File: src/shared/tbi_pkg.sv
// constants and carrier types for the thermal and button interrupt register block
package tbi_pkg;

  // clock and time base
  localparam int unsigned CLK_HZ     = 100_000_000;
  localparam int unsigned TICK_MS    = 1;
  localparam int unsigned TICK_CYC   = CLK_HZ / 1000 * TICK_MS;

  // register indices; byte address is four times the index
  localparam logic [7:0] IDX_THERM_STAT  = 8'h20;
  localparam logic [7:0] IDX_THERM_MASK  = 8'h21;
  localparam logic [7:0] IDX_THERM_SENSE = 8'h22;
  localparam logic [7:0] IDX_BTN_STAT    = 8'h24;
  localparam logic [7:0] IDX_BTN_MASK    = 8'h25;
  localparam logic [7:0] IDX_BTN_SENSE   = 8'h26;
  localparam logic [7:0] IDX_DEB_CFG     = 8'h2c;

  // field positions
  localparam int unsigned BIT_HOT_LOW    = 0;
  localparam int unsigned BIT_HOT_HIGH   = 2;
  localparam int unsigned BIT_BTN_CHANGE = 0;
  localparam int unsigned BIT_HOLD_1     = 1;
  localparam int unsigned BIT_HOLD_2     = 2;
  localparam int unsigned BIT_HOLD_3     = 3;
  localparam int unsigned BIT_HOLD_4     = 4;
  localparam int unsigned BIT_HOLD_8     = 5;
  localparam int unsigned DEB_FALL_LSB   = 0;
  localparam int unsigned DEB_RISE_LSB   = 2;

  // implemented bits and reset values
  localparam logic [7:0] THERM_BITS     = 8'h05;
  localparam logic [7:0] BTN_BITS       = 8'h3f;
  localparam logic [7:0] DEB_CFG_BITS   = 8'h0f;
  localparam logic [7:0] THERM_MASK_RST = 8'h05;
  localparam logic [7:0] BTN_MASK_RST   = 8'h3f;
  localparam logic [7:0] DEB_CFG_RST    = 8'h00;
  localparam logic [7:0] STAT_RST       = 8'h00;

  // hold durations, in seconds, and as millisecond tick counts
  localparam int unsigned HOLD_1_S = 1;
  localparam int unsigned HOLD_2_S = 2;
  localparam int unsigned HOLD_3_S = 3;
  localparam int unsigned HOLD_4_S = 4;
  localparam int unsigned HOLD_8_S = 8;
  localparam logic [13:0] HOLD_1_TK = 14'(HOLD_1_S * 1000 / TICK_MS);
  localparam logic [13:0] HOLD_2_TK = 14'(HOLD_2_S * 1000 / TICK_MS);
  localparam logic [13:0] HOLD_3_TK = 14'(HOLD_3_S * 1000 / TICK_MS);
  localparam logic [13:0] HOLD_4_TK = 14'(HOLD_4_S * 1000 / TICK_MS);
  localparam logic [13:0] HOLD_8_TK = 14'(HOLD_8_S * 1000 / TICK_MS);

  // debounce choices in milliseconds, picked by a two-bit field
  localparam logic [7:0] DEB_SEL0_MS = 8'h10;
  localparam logic [7:0] DEB_SEL1_MS = 8'h20;
  localparam logic [7:0] DEB_SEL2_MS = 8'h40;
  localparam logic [7:0] DEB_SEL3_MS = 8'h80;

  typedef struct packed {
    logic        psel;
    logic        penable;
    logic        pwrite;
    logic [11:0] paddr;
    logic [31:0] pwdata;
  } tbi_apb_req_s;

  typedef struct packed {
    logic hot_low;
    logic hot_high;
    logic button_low;
  } tbi_pins_s;

endpackage

File: src/tbi_irq_regs.sv
// thermal and power-button interrupt status, mask and sense registers on apb
// Operation
// (RQ1) thermal mask bit 2 masks the 125 degree event, read-write, resets to 1.
// (RQ2) unmasked 125 degree flag pulls the interrupt line low; masked flag does not.
// (RQ3) thermal sense bit 0 reads live above-110-degree state, resets to 0.
// (RQ4) thermal sense bit 2 reads live above-125-degree state, resets to 0.
// (RQ5) button change flag bit 0 sets after press outlasts falling debounce time.
// (RQ6) change flag also sets on release outlasting rising debounce after a debounced press.
// (RQ7) status bit 1 sets once debounced press is held over one second.
// (RQ8) status bit 2 sets once debounced press is held over two seconds.
// (RQ9) status bit 3 sets once debounced press is held over three seconds.
// (RQ10) status bit 4 sets once debounced press is held over four seconds.
// (RQ11) status bit 5 sets once debounced press is held over eight seconds.
// (RQ12) button flags reset to 0 and stay set until software clears them.
// (RQ13) status flags clear on read or on writing 1; writing 0 leaves them.
// (RQ14) thermal flags set on each threshold crossing, rising or falling.
// (RQ15) button sense bit 0 follows the debounced button, 1 while pressed.
// (RQ16) hold timer starts at debounced press, restarts at release; one fire per press.
// (RQ17) unused register bits read 0 and ignore writes.
//
// Register access over APB was chosen for this implementation.
`timescale 1ns/1ns
`default_nettype none

module tbi_irq_regs #(
  parameter int unsigned TICK_CYC_P = tbi_pkg::TICK_CYC
) (
  input  wire logic                  pclk,
  input  wire logic                  presetn,
  input  wire logic                  ce,
  input  wire tbi_pkg::tbi_apb_req_s apb_req,
  output logic                       pready,
  output logic                       pslverr,
  output logic [31:0]                prdata,
  input  wire logic                  hot_low_in,
  input  wire logic                  hot_high_in,
  input  wire logic                  power_button_in,
  input  wire logic                  irq_out_n_in,
  output logic                       irq_out_n_out,
  output logic                       irq_out_n_oe_n,
  output logic                       irq
);

  // debounce time for a select field, in millisecond ticks
  function automatic logic [7:0] deb_limit(input logic [1:0] sel);
    logic [7:0] r;
    r = tbi_pkg::DEB_SEL0_MS;
    unique case (sel)
      2'h0: r = tbi_pkg::DEB_SEL0_MS;
      2'h1: r = tbi_pkg::DEB_SEL1_MS;
      2'h2: r = tbi_pkg::DEB_SEL2_MS;
      2'h3: r = tbi_pkg::DEB_SEL3_MS;
    endcase
    return r;
  endfunction

  // one-hot register decode from a register index
  function automatic logic idx_is(input logic [7:0] idx, input logic [7:0] want);
    return idx == want;
  endfunction

  // ---------------------------------------------------------------- pins
  tbi_pkg::tbi_pins_s raw_pins;
  tbi_pkg::tbi_pins_s sync0_ff;
  tbi_pkg::tbi_pins_s sync1_ff;
  tbi_pkg::tbi_pins_s sync2_ff;
  tbi_pkg::tbi_pins_s pins_ff;

  assign raw_pins.hot_low    = hot_low_in;
  assign raw_pins.hot_high   = hot_high_in;
  assign raw_pins.button_low = ~power_button_in;

  // first stage is read by the second stage only
  always_ff @(posedge pclk or negedge presetn) begin
    if (!presetn) begin
      sync0_ff <= '0;
      sync1_ff <= '0;
      sync2_ff <= '0;
    end else if (ce) begin
      sync0_ff <= raw_pins;
      sync1_ff <= sync0_ff;
      sync2_ff <= sync1_ff;
    end
  end

  // a change counts once the second and third stages agree
  tbi_pkg::tbi_pins_s nxt_pins;
  always_comb begin
    nxt_pins = pins_ff;
    if (sync1_ff.hot_low == sync2_ff.hot_low) begin
      nxt_pins.hot_low = sync2_ff.hot_low;
    end
    if (sync1_ff.hot_high == sync2_ff.hot_high) begin
      nxt_pins.hot_high = sync2_ff.hot_high;
    end
    if (sync1_ff.button_low == sync2_ff.button_low) begin
      nxt_pins.button_low = sync2_ff.button_low;
    end
  end

  always_ff @(posedge pclk or negedge presetn) begin
    if (!presetn) begin
      pins_ff <= '0;
    end else if (ce) begin
      pins_ff <= nxt_pins; // [RQ3] [RQ4]
    end
  end

  // ---------------------------------------------------------------- time base
  logic [16:0] tick_cnt_ff;
  logic        tick;

  assign tick = (tick_cnt_ff == 17'(TICK_CYC_P - 1));

  always_ff @(posedge pclk or negedge presetn) begin
    if (!presetn) begin
      tick_cnt_ff <= 17'h0;
    end else if (ce) begin
      tick_cnt_ff <= tick ? 17'h0 : tick_cnt_ff + 17'h1;
    end
  end

  // ---------------------------------------------------------------- registers
  logic [7:0] therm_stat_ff;
  logic [7:0] therm_mask_ff;
  logic [7:0] btn_stat_ff;
  logic [7:0] btn_mask_ff;
  logic [7:0] deb_cfg_ff;

  // ---------------------------------------------------------------- debounce
  logic       pressed_ff;
  logic [7:0] deb_cnt_ff;
  logic [7:0] deb_lim;
  logic       deb_flip;

  // limit depends on the direction the debounced state would move
  assign deb_lim  = pressed_ff ? deb_limit(deb_cfg_ff[tbi_pkg::DEB_RISE_LSB +: 2])
                               : deb_limit(deb_cfg_ff[tbi_pkg::DEB_FALL_LSB +: 2]);
  assign deb_flip = (pins_ff.button_low != pressed_ff) && tick && (deb_cnt_ff == deb_lim - 8'h1);

  always_ff @(posedge pclk or negedge presetn) begin
    if (!presetn) begin
      deb_cnt_ff <= 8'h0;
    end else if (ce) begin
      // any bounce back to the settled level restarts the wait
      if (pins_ff.button_low == pressed_ff || deb_flip) begin
        deb_cnt_ff <= 8'h0;
      end else if (tick) begin
        deb_cnt_ff <= deb_cnt_ff + 8'h1;
      end
    end
  end

  // release can only flip a state that a full press debounce set
  always_ff @(posedge pclk or negedge presetn) begin
    if (!presetn) begin
      pressed_ff <= 1'b0;
    end else if (ce && deb_flip) begin
      pressed_ff <= ~pressed_ff; // [RQ15] [RQ6]
    end
  end

  // ---------------------------------------------------------------- hold timer
  logic [13:0] hold_cnt_ff;
  logic [4:0]  hold_hit;
  logic [4:0]  hold_live;

  always_ff @(posedge pclk or negedge presetn) begin
    if (!presetn) begin
      hold_cnt_ff <= 14'h0;
    end else if (ce) begin
      if (!pressed_ff) begin
        hold_cnt_ff <= 14'h0; // [RQ16]
      end else if (tick && hold_cnt_ff != tbi_pkg::HOLD_8_TK) begin
        // saturates so each duration fires once per press
        hold_cnt_ff <= hold_cnt_ff + 14'h1; // [RQ16]
      end
    end
  end

  // a duration is passed on the tick that reaches its count
  assign hold_hit[0] = pressed_ff && tick && hold_cnt_ff == tbi_pkg::HOLD_1_TK - 14'h1; // [RQ7]
  assign hold_hit[1] = pressed_ff && tick && hold_cnt_ff == tbi_pkg::HOLD_2_TK - 14'h1; // [RQ8]
  assign hold_hit[2] = pressed_ff && tick && hold_cnt_ff == tbi_pkg::HOLD_3_TK - 14'h1; // [RQ9]
  assign hold_hit[3] = pressed_ff && tick && hold_cnt_ff == tbi_pkg::HOLD_4_TK - 14'h1; // [RQ10]
  assign hold_hit[4] = pressed_ff && tick && hold_cnt_ff == tbi_pkg::HOLD_8_TK - 14'h1; // [RQ11]

  assign hold_live[0] = pressed_ff && hold_cnt_ff >= tbi_pkg::HOLD_1_TK;
  assign hold_live[1] = pressed_ff && hold_cnt_ff >= tbi_pkg::HOLD_2_TK;
  assign hold_live[2] = pressed_ff && hold_cnt_ff >= tbi_pkg::HOLD_3_TK;
  assign hold_live[3] = pressed_ff && hold_cnt_ff >= tbi_pkg::HOLD_4_TK;
  assign hold_live[4] = pressed_ff && hold_cnt_ff >= tbi_pkg::HOLD_8_TK;

  // ---------------------------------------------------------------- apb decode
  logic       load;
  logic       held_ff;
  logic       done;
  logic       wr_done;
  logic       rd_done;
  logic [7:0] idx;
  logic       mapped;
  logic [7:0] rd_mux;
  logic [7:0] wdata;
  logic [7:0] prdata_ff;

  // data taken on the first enabled edge of a transfer; a setup cycle lost to a
  // freeze costs a read one wait state instead of returning stale data
  assign load    = apb_req.psel && ce && !held_ff;
  // a frozen block holds the master in its access phase
  assign pready  = ce && (apb_req.pwrite || held_ff);
  assign done    = apb_req.psel && apb_req.penable && pready;
  assign wr_done = done && apb_req.pwrite && mapped;
  assign rd_done = done && !apb_req.pwrite && mapped;
  assign idx     = apb_req.paddr[9:2];
  assign wdata   = apb_req.pwdata[7:0];
  assign mapped  = (apb_req.paddr[1:0] == 2'h0) && (apb_req.paddr[11:10] == 2'h0) &&
                   (idx_is(idx, tbi_pkg::IDX_THERM_STAT) || idx_is(idx, tbi_pkg::IDX_THERM_MASK) ||
                    idx_is(idx, tbi_pkg::IDX_THERM_SENSE) || idx_is(idx, tbi_pkg::IDX_BTN_STAT) ||
                    idx_is(idx, tbi_pkg::IDX_BTN_MASK) || idx_is(idx, tbi_pkg::IDX_BTN_SENSE) ||
                    idx_is(idx, tbi_pkg::IDX_DEB_CFG));
  assign pslverr = done && !mapped;
  assign prdata  = {24'h0, prdata_ff};

  always_comb begin
    rd_mux = 8'h0;
    if (mapped) begin
      unique case (idx)
        tbi_pkg::IDX_THERM_STAT:  rd_mux = therm_stat_ff;
        tbi_pkg::IDX_THERM_MASK:  rd_mux = therm_mask_ff;
        tbi_pkg::IDX_THERM_SENSE: begin
          rd_mux[tbi_pkg::BIT_HOT_LOW]  = pins_ff.hot_low;  // [RQ3]
          rd_mux[tbi_pkg::BIT_HOT_HIGH] = pins_ff.hot_high; // [RQ4]
        end
        tbi_pkg::IDX_BTN_STAT:    rd_mux = btn_stat_ff;
        tbi_pkg::IDX_BTN_MASK:    rd_mux = btn_mask_ff;
        tbi_pkg::IDX_BTN_SENSE:   rd_mux = {2'h0, hold_live, pressed_ff}; // [RQ15]
        tbi_pkg::IDX_DEB_CFG:     rd_mux = deb_cfg_ff;
        default:                  rd_mux = 8'h0; // [RQ17]
      endcase
    end
  end

  // marks that this transfer has its data; completion wins over a new capture
  always_ff @(posedge pclk or negedge presetn) begin
    if (!presetn) begin
      held_ff <= 1'b0;
    end else if (done) begin
      held_ff <= 1'b0;
    end else if (load) begin
      held_ff <= 1'b1;
    end
  end

  // read data is captured once per transfer and answered in the access cycle
  always_ff @(posedge pclk or negedge presetn) begin
    if (!presetn) begin
      prdata_ff <= 8'h0;
    end else if (load) begin
      prdata_ff <= apb_req.pwrite ? 8'h0 : rd_mux;
    end
  end

  // ---------------------------------------------------------------- mask and config
  always_ff @(posedge pclk or negedge presetn) begin
    if (!presetn) begin
      therm_mask_ff <= tbi_pkg::THERM_MASK_RST; // [RQ1]
    end else if (wr_done && idx == tbi_pkg::IDX_THERM_MASK) begin
      therm_mask_ff <= wdata & tbi_pkg::THERM_BITS; // [RQ1] [RQ17]
    end
  end

  always_ff @(posedge pclk or negedge presetn) begin
    if (!presetn) begin
      btn_mask_ff <= tbi_pkg::BTN_MASK_RST;
    end else if (wr_done && idx == tbi_pkg::IDX_BTN_MASK) begin
      btn_mask_ff <= wdata & tbi_pkg::BTN_BITS; // [RQ17]
    end
  end

  always_ff @(posedge pclk or negedge presetn) begin
    if (!presetn) begin
      deb_cfg_ff <= tbi_pkg::DEB_CFG_RST;
    end else if (wr_done && idx == tbi_pkg::IDX_DEB_CFG) begin
      deb_cfg_ff <= wdata & tbi_pkg::DEB_CFG_BITS; // [RQ17]
    end
  end

  // ---------------------------------------------------------------- sticky status
  logic [7:0] therm_set;
  logic [7:0] therm_clr;
  logic [7:0] btn_set;
  logic [7:0] btn_clr;

  always_comb begin
    therm_set = 8'h0;
    therm_set[tbi_pkg::BIT_HOT_LOW]  = nxt_pins.hot_low != pins_ff.hot_low;   // [RQ14]
    therm_set[tbi_pkg::BIT_HOT_HIGH] = nxt_pins.hot_high != pins_ff.hot_high; // [RQ14]
    btn_set = 8'h0;
    btn_set[tbi_pkg::BIT_BTN_CHANGE] = deb_flip; // [RQ5] [RQ6]
    btn_set[tbi_pkg::BIT_HOLD_1]     = hold_hit[0];
    btn_set[tbi_pkg::BIT_HOLD_2]     = hold_hit[1];
    btn_set[tbi_pkg::BIT_HOLD_3]     = hold_hit[2];
    btn_set[tbi_pkg::BIT_HOLD_4]     = hold_hit[3];
    btn_set[tbi_pkg::BIT_HOLD_8]     = hold_hit[4];
  end

  // a read clears only the bits it returned, so a later event is not lost
  always_comb begin
    therm_clr = 8'h0;
    btn_clr   = 8'h0;
    if (idx == tbi_pkg::IDX_THERM_STAT) begin
      if (rd_done) begin
        therm_clr = prdata_ff; // [RQ13]
      end else if (wr_done) begin
        therm_clr = wdata; // [RQ13]
      end
    end
    if (idx == tbi_pkg::IDX_BTN_STAT) begin
      if (rd_done) begin
        btn_clr = prdata_ff; // [RQ13]
      end else if (wr_done) begin
        btn_clr = wdata; // [RQ13]
      end
    end
  end

  // set wins over a clear in the same cycle
  always_ff @(posedge pclk or negedge presetn) begin
    if (!presetn) begin
      therm_stat_ff <= tbi_pkg::STAT_RST;
    end else if (ce) begin
      therm_stat_ff <= ((therm_stat_ff & ~therm_clr) | therm_set) & tbi_pkg::THERM_BITS;
    end
  end

  always_ff @(posedge pclk or negedge presetn) begin
    if (!presetn) begin
      btn_stat_ff <= tbi_pkg::STAT_RST; // [RQ12]
    end else if (ce) begin
      btn_stat_ff <= ((btn_stat_ff & ~btn_clr) | btn_set) & tbi_pkg::BTN_BITS; // [RQ12]
    end
  end

  // ---------------------------------------------------------------- interrupt line
  // open drain: the pin only ever drives low, its own level is not needed here
  assign irq            = |(therm_stat_ff & ~therm_mask_ff) |
                          |(btn_stat_ff & ~btn_mask_ff); // [RQ2]
  assign irq_out_n_out  = 1'b0;
  assign irq_out_n_oe_n = ~irq; // [RQ2]

endmodule

`default_nettype wire

File: config.mk
export PLATFORM = sky130hd
export DESIGN_NAME = tbi_irq_regs
export DESIGN_NICKNAME = d
export VERILOG_FILES = /design/src/shared/tbi_pkg.sv /design/src/tbi_irq_regs.sv
export SDC_FILE = /design/constraint.sdc
export NUM_CORES = 1
export LEC_CHECK = 0
export BUFFER_PORTS_ARGS = -buffer_cell sky130_fd_sc_hd__buf_4
export CAP_MARGIN = 10
export CORE_ASPECT_RATIO = 1.75
export CORE_MARGIN = 1.5
export CORE_UTILIZATION = 51
export DETAILED_ROUTE_END_ITERATION = 12
export HOLD_SLACK_MARGIN = 0.08
export PLACE_DENSITY = 0.81
export SLEW_MARGIN = 25
export SYNTH_ARGS = -nofsm -noshare
export SYNTH_HDL_FRONTEND = slang
export SYNTH_SLANG_ARGS = --single-unit
File: constraint.sdc
create_clock -name pclk -period 2.1 [get_ports pclk]
set_input_delay 0.42 -clock pclk [delete_from_list [all_inputs] [get_ports pclk]]
set_output_delay 0.42 -clock pclk [all_outputs]
set_load 0.005 [all_outputs]
# == Yosys cells after proc, flatten, opt, wreduce, memory -nomap -nowiden ==
# Cells that the tools add are included.
# op_classes
addsub,4
magnitude_cmp,5
eq_ne,29
mux,22
n_bitwise,14
n_reduce_logical,52
# ops
operator,n
$pmux W8 S4,2
$eq A8 B6 Y1 const B,7
$mux W8,4
$logic_and A1 B1 Y1,30
$eq A14 B12 Y1 const B,2
$ge A14 B12 Y1 const B,2
$mux W14,2
$mux W6,4
$add A17 B1 Y17 const B,1
$eq A17 B17 Y1 const B,1
$mux W17,1
$reduce_or A8 Y1,2
$add A14 B1 Y14 const B,1
$eq A14 B10 Y1 const B,1
$eq A14 B11 Y1 const B,1
$eq A14 B13 Y1 const B,1
$ge A14 B10 Y1 const B,1
$ge A14 B11 Y1 const B,1
$ge A14 B13 Y1 const B,1
$ne A14 B13 Y1 const B,1
$pmux W1 S7,2
$pmux W3 S4,1
$add A8 B1 Y8 const B,1
$and A3 B8 Y8,1
other kinds (26),55
# totals
ff_bits,81
inputBits,54
output_inout_bits,37
word_cells,149

# == Depth between registers and ports, before layout ==
# Gate-level depths: netlist of run 1.
# logic_depth
depth_word,15
ltp_mapped,10

# == Worst setup path after synthesis of run 1 ==
# Ideal clock, no wire load.
# synth_path
path_kind,reg-to-reg
startpoint,register pressed_ff
endpoint,register pressed_ff
setup_ns,0.125
t_arrival_ns,2.156
required_ns,1.975
path_slack_ns,-0.181
stages_incl_launch_ff,11
path_buffers,2
synth_period_minus_slack_ns,2.281
path_cell_list,dfrtp_1 > clkbuf_8 > clkbuf_1 > nor2_1 > a32oi_1 > ha_1 > xnor2_1 > nor2_1 > nand4b_1 > or3_1 > mux2_2
# synth_via
elab_chain_cells,5
word_cells_on_any_way,8
cone_classes,add/sub (1); eq/ne (2); mux (1); bitwise (1); reduce/logical (3)
# synth_lines
element,line_no,text
start: declaration,tbi_irq_regs.sv:131,logic pressed_ff;
start signal: assignment,tbi_irq_regs.sv:159,pressed_ff <= ~pressed_ff;
$mux W8,tbi_irq_regs.sv:137,assign deb_lim = pressed_ff ? deb_limit(deb_cfg_ff[tbi_pkg::DEB_RISE_LSB +: 2])
$sub A8 B1 Y8,tbi_irq_regs.sv:139,assign deb_flip = (pins_ff.button_low != pressed_ff) && tick && (deb_cnt_ff == deb_lim - 8'h1);
$eq A8 B8 Y1,tbi_irq_regs.sv:139,
$logic_and A1 B1 Y1,tbi_irq_regs.sv:139,
$logic_and A1 B1 Y1,tbi_irq_regs.sv:158,end else if (ce && deb_flip) begin
# Several ways; a longest one is shown, not always the timed one.
# A chain may end at the register's enable or synchronous reset.

# == Worst setup path in the final report of run 1 ==
# Same ends and word-level chain as after synthesis.

==> impl_results.md, run 1 <==
- Unique masters post-synth: 70
- Worst setup startpoint: pressed_ff
- Die area: 9910 um2
- RSZ-0062 raised after global routing: yes
- Minimum clock period: 2.21 ns
- Fin crit share: 105%
- FF-to-FF Start: pressed_ff
- # IOs: 91
- Via/cell ratio: 6.12
- # Max-Cap Violations: 0
- Post-Route Utilization: 65.7%
- Least-Margin Pin Slew: 0.550 ns
- H-tree lvl count: 3
- Iter 0 DRT Violations: 275
- Yosys reg bits: 79
- CP required: 2.32 ns
- CTS tree: done
- EDFF count, synth: 0
- Top FF cell, synth: dfrtp_1
- Crit path max fanout: 6
- Yosys Warn Count: 0
- Skew final: 0.00416 ns
- Post-Syn Area per Cell: 9.21 um2
- Total grt overflow: 0
- Nets: 663
- Lkg Pwr: 0.00258 uW
- CP Capture Type: flop
- Total clock buffers created by CTS: 9
- Cell mode on critical path: nor2_1
- Max stage delay on crit path: 0.46 ns
- Critical path's top delay family: simple AND/OR/NAND/NOR gates
- Initial antenna violation count: 0
- Crit path buf inv count: 0
- CP arrival: 2.43 ns
- Number of global-route vias before repair: 4458
- CTS Buffer Depth: 2
- DR vias: 4458
- Core ar.: 9040 um2
- Die W: 75.9 um
- Detail Placement HPWL: 9.17 mm
- Register area share after synthesis: 41.9%
- Netlist Area Pre-Place: 4740 um2
- Row count: 46
- Hold crit path type: in -> async
- First-pass GRT wire length: 20.6 mm
- Most common cell after layout, fill and taps aside: buf_4
- Final hold violation count: 0
- Failing checks: negative setup slack
- GPL Wtd Cong: 1.01
- CP max-delay cell: dfrtp_2
- Max VDD drop: 502 uV
- DRT Pass-1 Iters: 10
- Initial Utilization: 52.5%
- Ys async rst share: 100%
- Area of the multi-input gates: 2600 um2
- Layout area overhead: 25.2%
- F_max: 453 MHz
- Crit Path Category: reg -> reg
- Slew HR: 63.3%
- Root Driver: clkbuf_16
- Pins Over Slew Limit: 0
- FF/Latch Area: 1990 um2
- Final worst slack: -0.108 ns
- Number of fill cells: 693
- Final setup viols: 8
- Hold Slack: 0.0684 ns
- PD cells: 701 nW/um2
- Critical path startpoint category: flop
- Syn Inst Count: 515
- Fin Setup TNS: -0.381 ns
- CP cell instances: nor2_1 -> a32oi_2 -> ha_1 -> xnor2_1 -> nor2_1 -> nand4b_1 -> or3_4 -> mux2_2
- Layout cells sized above 1: 30.7%
- Total Routing Usage GR: 27.3%
- Avg WL per Cell: 18.2 um
- Clock sinks: 79
- Register clock-pin slew on the reported worst setup and hold paths: 0.06 ns
- PortBufs: 36
- Commonest cells after routing, fill and taps aside: buf_4, dfrtp_1, nand2_1
- Post-DRT Antenna Nets: 0
- Detailed-route DRC error count: 0
- Clk Latency, worst-skew pair: 0.34 ns
- Die outline height: 131 um
- Largest net degree at the start of global routing: 42
- Ant. Diodes: 0
- Run status: finished with violations
- Hold Buf Count CTS: 0
- DRT Wirelength: 13.3 mm
-- synthesized netlist by cell type, types with 12 or more instances --
| cell type | n | share of area (%) |
|---|---|---|
| nand2_1 | 43 | 3.4 |
| o21ai_0 | 39 | 4.1 |
| clkbuf_1 | 18 | 1.4 |
| nand3_1 | 21 | 2.2 |
| mux2_2 | 21 | 5.0 |
| a21oi_1 | 21 | 2.2 |
| o31ai_1 | 13 | 2.1 |
| nor2_1 | 39 | 3.1 |
| nand4_1 | 12 | 1.6 |
| nor3_1 | 14 | 1.5 |
| inv_1 | 23 | 1.8 |
| dfrtp_1 | 71 | 37 |
| buf_4 | 27 | 4.3 |
-- cells by family (layout without fill, tap and decap cells) --
| family | count (synthesis) | count (layout) | synth area share (%) |
|---|---|---|---|
| XOR/XNOR | 18 | 18 | 3.32 |
| adder cells (fa/ha/maj) | 5 | 5 | 1.32 |
| AND/OR/NAND/NOR | 192 | 192 | 22.6 |
| buffers and inverters | 73 | 141 | 8.34 |
| flip-flops | 79 | 79 | 41.9 |
| AO/OA/AOI/OAI | 120 | 120 | 16.1 |
| multiplexers | 27 | 27 | 6.25 |
| other | 1 | 27 | 0.0791 |
-- worst reg2reg max path: stages, from the launching register on --
cell and delay (ns):
dfrtp_2 0.46, nor2_1 0.20, a32oi_2 0.10, ha_1 0.32
xnor2_1 0.12, nor2_1 0.10, nand4b_1 0.14, or3_4 0.37
mux2_2 0.28
-- registers in the layout (all words and copies together), names as in the netlist --
register	flops
sync0_ff	3
sync1_ff	3
btn_stat_ff	6
therm_stat_ff	2
hold_cnt_ff	14
pressed_ff	1
deb_cnt_ff	8
sync2_ff	3
held_ff	1
btn_mask_ff	6
prdata_ff	6
pins_ff	3
deb_cfg_ff	4
therm_mask_ff	2
tick_cnt_ff	17
-- cell type report --
| cell class | count | area share (%) |
|---|---|---|
| Sequential cell | 79 | 33.5 |
| Multi-Input combinational cell | 389 | 43.8 |
| Clock inverter | 5 | 1.37 |
| Timing Repair Buffer | 102 | 13.3 |
| Tap cell | 120 | 2.53 |
| Inverter | 23 | 1.45 |
| Clock buffer | 11 | 4.09 |
-- per-stage QoR --
stage | cells | power [uW] | worst slack (ns) | cell area, um2
final | 729 | 4160 | -0.108 | 5940
after global routing | 729 | 4320 | -0.188 | 5940
after CTS | 721 | 4100 | -0.0360 | 5760
after detailed placement | 697 | 2380 | -0.174 | 5340
after floorplan | 541 | 2100 | -0.0342 | 4850
after global placement | 697 | 2330 | -0.130 | 5340
-- report_power, final --
part | switching (uW) | internal (uW)
logic | 390 | 336
clock network | 626 | 1070
registers | 106 | 1630
total | 1120 | 3040
-- worst paths after layout --
kind,slack (ns),to,depth (start not counted)
max in group asynchronous,1.41,tick_cnt_ff[2],2
min in group pclk,0.26,sync0_ff[0],2
worst max-delay path,-0.11,pressed_ff,8
worst max register to register,-0.11,pressed_ff,8
worst min-delay path,0.07,hold_cnt_ff[6],1
worst min register to register,0.49,sync0_ff[0],2
-- layer usage --
layer	vias to the layer above	share of wire [%]	global-route usage, %
met5	-	0	0
met4	0	6.5	19.6
met3	64	4.7	5.67
met2	212	54	47.4
met1	2159	35	28.0
li1	2023	-	-
-- what timing repair did --
action / in CTS / in global routing
pin swaps: 5 / 11
setup endpoints to repair: 10 / 26
resized for setup: 10 / 28
setup buffers: 8 / 8
Power figures use the tool's default switching activity.
==> run 2: changes to the inputs <==
- ABC_AREA: unset -> 1
- CTS_CLUSTER_SIZE: unset -> 30
==> impl_results.md, run 2 <==
- Clock sinks: 79 (unchanged)
- Fin crit share: 96.5% (-8.6 points)
- Placed standard-cell area: 5370 um2 (+0.61%)
- Number of global-route vias before repair: 4577 (+2.7%)
- First-pass GRT wire length: 21.0 mm (+1.6%)
- RSZ-0062 raised after global routing: yes
- Initial Utilization: 52.4% (-0.12 points)
- CP required: 1.68 ns (-0.64 ns)
- Layout area overhead: 17.3%
- FF/Latch Area: 1990 um2 (about the same)
- Layout cells sized above 1: 16.8% (-14 points)
- Number of fill cells: 839 (+21%)
- Largest Register: tick_cnt_ff
- Total grt overflow: 0 (unchanged)
- Lkg Pwr: 0.00280 uW (+8.7%)
- CTS Buffer Depth: 2 (unchanged)
- Initial antenna violation count: 0 (unchanged)
- DRT Wirelength: 12.6 mm (-5.1%)
- Detailed-route DRC error count: 0 (unchanged)
- Nets: 786 (+19%)
- Skew final: 0.00663 ns (+0.00247 ns)
- Final setup viols: 0 (-8)
- Die W: 77.3 um (+1.8%)
- EDFF count, synth: 0 (unchanged)
- # Max-Cap Violations: 0 (unchanged)
- Top-area cell type share of the netlist area: 36.1% (-1.4 points)
- CP arrival: 1.61 ns (-0.82 ns)
- Row count: 47 (+2.2%)
- Crit path max fanout: 3 (-3)
- Final hold violation count: 0 (unchanged)
- Max VDD drop: 685 uV (+36%)
- Synth cell count leaders: nand2_1, inv_1, dfrtp_1
- Post-synth top area cell: dfrtp_1
- Most common cell after layout, fill and taps aside: nand2_1
- Total Routing Usage GR: 25.9% (-1.4 points)
- Placed insts: 832 (+19%)
- Minimum clock period: 2.03 ns (-0.181 ns)
- Most common cell in the netlist: nand2_1
- CTS tree: done
- Number of flip-flops in the largest register: 17 (unchanged)
- # IOs: 91 (unchanged)
- Post-Route Utilization: 61.4% (-4.3 points)
- Die area: 10300 um2 (+3.8%)
- Top Registers: tick_cnt_ff (17), hold_cnt_ff (14), deb_cnt_ff (8)
- Avg WL per Cell: 14.8 um (-19%)
- Area of the multi-input gates: 2500 um2 (-3.8%)
- F_max: 493 MHz (+8.9%)
- Pins Over Slew Limit: 0 (unchanged)
- Clk Latency, worst-skew pair: 0.34 ns (about the same)
- Die outline height: 133 um (+1.9%)
- Via/cell ratio: 5.51 (-9.9%)
- Finished Cell Area: 5780 um2 (-2.7%)
- Run status: finished, final reports clean
- Yosys Warn Count: 0 (unchanged)
- Crit Path Category: reg -> out
- Syn Inst Count: 662 (+29%)
- Netlist Area Pre-Place: 4930 um2 (+3.9%)
- Root Driver: clkbuf_16
- H-tree lvl count: 3 (unchanged)
- Unique masters post-synth: 42 (-40%)
- Synth area leaders: dfrtp_1, nand2_1, inv_1, o21ai_0, buf_4
- DRT Pass-1 Iters: 9 (-1)
- PortBufs: 36 (unchanged)
- Total clock buffers created by CTS: 9 (unchanged)
- Register area share after synthesis: 40.3% (-1.6 points)
- PD cells: 648 nW/um2 (-7.5%)
- Hold crit path type: in -> reg
- DR vias: 4703 (+5.5%)
- Detail Placement HPWL: 9.73 mm (+6.1%)
- CP Capture Type: primary output
- Ys async rst share: 100% (unchanged)
- Post-Syn Area per Cell: 7.44 um2 (-19%)
- Post-DRT Antenna Nets: 0 (unchanged)
- Yosys reg bits: 79 (unchanged)
- Iter 0 DRT Violations: 295 (+7.3%)
- Largest net degree at the start of global routing: 43 (+2.4%)
- Core ar.: 9410 um2 (+4.1%)
- Ant. Diodes: 0 (unchanged)
- GPL Wtd Cong: 0.974 (-3.8%)
- Register clock-pin slew on the reported worst setup and hold paths: 0.06 ns (about the same)
- Finished Layout Cells: 854 (+17%)
- Commonest cells after routing, fill and taps aside: nand2_1, inv_1, dfrtp_1
- Top FF cell, synth: dfrtp_1
- Critical path startpoint category: flop
## run 2: cell count changes in the layout (fill, tap and decap cells not counted), moves of 18 or more
cell	previous run	this run
nand2_1	43	153
inv_1	21	82
buf_4	98	61
mux2_2	21	0
nand4_1	12	32
nor2_1	38	56
## run 2: metal layers
metal	vias up	global-route usage, %	wire length [um]
met5	-	0	0
met4	0	14.7	666
met3	52	4.83	573
met2	188	47.8	6730
met1	2204	26.7	4650
li1	2259	-	-
## run 2: metrics by stage
| step | total power (uW) | worst slack [ns] | hold slack [ns] | TNS (ns) |
|---|---|---|---|---|
| 6_report | 3740 | 0.0736 | 0.281 | 0 |
| 5_1_grt | 3900 | -0.0681 | 0.287 | -0.214 |
| 4_1_cts | 3760 | 0.000834 | 0.278 | 0 |
| 3_5_place_dp | 2190 | -0.0901 | 0.322 | -0.520 |
| 3_3_place_gp | 2160 | 0.0377 | 0.318 | 0 |
| 2_1_floorplan | 2040 | 0.0924 | 0.124 | 0 |
## run 2: area by class of cell
cell class	count	area share, %
multi-input combinational	484	43.3
inverter	89	5.78
clock buffer	13	4.51
timing repair buffer	64	8.64
clock inverter	3	0.736
sequential	79	34.4
tap	122	2.64
## run 2: cell families after synthesis
logic type	synth area share [%]
compound gates	11.2
xor+xnor	3.38
fa+ha+maj	1.27
buf+inv	12.1
flops	40.3
other cells	0.0761
simple gates	31.7
## run 2: worst paths after layout
| kind | start | to | slack [ns] | cells after the start |
|---|---|---|---|---|
| min in group asynchronous | presetn | sync0_ff[0] | 0.50 | 2 |
| max in group asynchronous | presetn | btn_mask_ff[0] | 0.99 | 3 |
| min | hot_low_in | sync0_ff[2] | 0.28 | 3 |
| max reg2reg | deb_cfg_ff[1] | pressed_ff | 0.09 | 10 |
| min reg2reg | sync1_ff[0] | sync1_ff[0] | 0.47 | 2 |
| max | btn_mask_ff[4] | irq | 0.07 | 6 |
## run 2: worst max-delay path, cell delays in order (launching register included)
cell and delay, ns:
dfstp_2 0.51, inv_1 0.05, nand2_1 0.10, o21ai_1 0.11
nor4_4 0.28, inv_1 0.07, buf_4 0.13
## run 2: repair_timing
action	4_1_cts	5_1_grt
setup endpoints to repair	11	12
buffers inserted	3	1
pin swaps	8	9
gates resized for setup	6	13
gates cloned	1	0
hold endpoints to repair	17	0
hold buffers	1	0
## run 2: power breakdown
part | internal, uW | switching (uW) | leakage, uW | total [uW]
clock network | 984 | 590 | 0.000146 | 1570
registers | 1630 | 95.7 | 0.00100 | 1730
logic | 172 | 272 | 0.00165 | 444
total | 2790 | 957 | 0.00280 | 3740
==> run 3: changes to the inputs <==
- PLACE_DENSITY: 0.81 -> 0.77
==> impl_results.md, run 3 (synthesized netlist as in run 2, its figures left out) <==
- GPL Wtd Cong: 0.960 (-1.4%)
- Die W: 77.3 um (unchanged)
- Skew final: 0.00614 ns (-0.000491 ns)
- Commonest cells after routing, fill and taps aside: nand2_1, inv_1, dfrtp_1
- Largest Register: tick_cnt_ff
- Initial Utilization: 52.4% (unchanged)
- Max VDD drop: 530 uV (-23%)
- Total Routing Usage GR: 26.3% (+0.39 points)
- Detailed-route DRC error count: 0 (unchanged)
- Final setup viols: 10 (+10)
- Critical path startpoint category: flop
- F_max: 460 MHz (-6.9%)
- Minimum clock period: 2.18 ns (+0.150 ns)
- Placed standard-cell area: 5330 um2 (-0.70%)
- CP arrival: 2.40 ns (+0.79 ns)
- Most common cell after layout, fill and taps aside: nand2_1
- Avg WL per Cell: 15.2 um (+2.9%)
- Hold crit path type: in -> async
- Total grt overflow: 0 (unchanged)
- Number of global-route vias before repair: 4709 (+2.9%)
- Crit path max fanout: 5 (+2)
- Initial antenna violation count: 0 (unchanged)
- # IOs: 91 (unchanged)
- Clock sinks: 79 (unchanged)
- Via/cell ratio: 5.49 (-0.33%)
- Ant. Diodes: 0 (unchanged)
- First-pass GRT wire length: 21.3 mm (+1.8%)
- Final hold violation count: 0 (unchanged)
- DRT Pass-1 Iters: 4 (-5)
- CTS tree: done
- CTS Buffer Depth: 2 (unchanged)
- Die outline height: 133 um (unchanged)
- Post-Route Utilization: 62.1% (+0.73 points)
- Detail Placement HPWL: 9.69 mm (-0.42%)
- Largest net degree at the start of global routing: 80 (+86%)
- Pins Over Slew Limit: 0 (unchanged)
- Crit Path Category: reg -> reg
- RSZ-0062 raised after global routing: yes
- Final worst slack: -0.0761 ns (-0.150 ns)
- Root Driver: clkbuf_16
- Failing checks: negative setup slack
- Die area: 10300 um2 (unchanged)
- Layout cells sized above 1: 17.3% (+0.48 points)
- Power, Total: 3900 uW (+4.2%)
- Total clock buffers created by CTS: 9 (unchanged)
- CP required: 2.33 ns (+0.65 ns)
- Number of flip-flops in the largest register: 17 (unchanged)
- DRT Wirelength: 12.9 mm (+2.5%)
- Post-DRT Antenna Nets: 0 (unchanged)
- Row count: 47 (unchanged)
- DR vias: 4671 (-0.68%)
- Lkg Pwr: 0.00283 uW (+1.1%)
- Fin Setup TNS: -0.571 ns (-0.571 ns)
- Layout area overhead: 18.7%
- # Max-Cap Violations: 0 (unchanged)
- Clk Latency, worst-skew pair: 0.34 ns (about the same)
- Nets: 783 (-0.38%)
- Iter 0 DRT Violations: 268 (-9.2%)
- Fin crit share: 104% (+7.1 points)
- Finished Layout Cells: 851 (-0.35%)
- Finished Cell Area: 5850 um2 (+1.2%)
- PortBufs: 36 (unchanged)
- CP Capture Type: flop
- PD cells: 668 nW/um2 (+3.0%)
- Top Registers: tick_cnt_ff (17), hold_cnt_ff (14), deb_cnt_ff (8)
- H-tree lvl count: 3 (unchanged)
- Run status: finished with violations
- Placed insts: 827 (-0.60%)
- Register clock-pin slew on the reported worst setup and hold paths: 0.06 ns (about the same)
- Core ar.: 9410 um2 (unchanged)
run 3: final timing paths:
path                                 start  cells past startpoint  slack (ns)        endpoint
min in group pclk          power_button_in                      2        0.28     sync0_ff[0]
hold reg to reg                sync0_ff[2]                      2        0.47     sync0_ff[2]
hold / removal                     presetn                      2        0.09   deb_cnt_ff[3]
setup / recovery                pressed_ff                     14       -0.08   deb_cnt_ff[2]
max in group asynchronous          presetn                      2        1.64  btn_mask_ff[4]
setup reg to reg                pressed_ff                     14       -0.08   deb_cnt_ff[2]
run 3: report_power, final:
group	total, uW	leakage, uW	switching [uW]	internal, uW
sequential	1720	0.00100	94.0	1630
combinational	435	0.00166	270	165
clock	1740	0.000165	604	1140
run 3: repair_timing:
item                       CTS  global route
pin swaps                   10            14
buffers inserted             5             2
gates cloned                 1             0
setup endpoints to repair   11            13
hold buffers                 0             0
resized for setup           15            12
run 3: cell type report:
cell class | instances | area (um2)
Sequential cell | 79 | 1990
Timing Repair Buffer | 61 | 474
Tap cell | 122 | 153
Fill cell | 843 | 3560
Clock inverter | 4 | 76.3
Multi-Input combinational cell | 484 | 2550
Inverter | 89 | 334
Clock buffer | 12 | 267
run 3: layer usage:
metal | global-route usage, % | share of wire [%] | up-vias
met1 | 26.6 | 35 | 2162
met5 | 0 | 0 | -
met3 | 4.14 | 4.5 | 75
met4 | 19.7 | 7.7 | 0
li1 | - | - | 2256
met2 | 47.3 | 53 | 178
run 3: through the flow:
stage | worst slack (ns) | hold WS [ns]
after global placement | 0.0230 | 0.453
after detailed placement | -0.156 | 0.460
final | -0.0761 | 0.0934
after CTS | -0.0115 | 0.117
after global routing | -0.195 | 0.135
after floorplan | 0.0924 | 0.124
run 3: critical path, cell delays in order, from the launching register on:
cell     delay, ns
dfrtp_2       0.43
inv_2         0.07
nand2_2       0.07
o21ai_1       0.07
nor2_1        0.15
inv_2         0.07
ha_4          0.22
xnor2_2       0.14
nor3_2        0.16
o21ai_1       0.10
nor2_1        0.11
buf_4         0.17
nand3_4       0.11
nand4_1       0.12
nand2_1       0.06
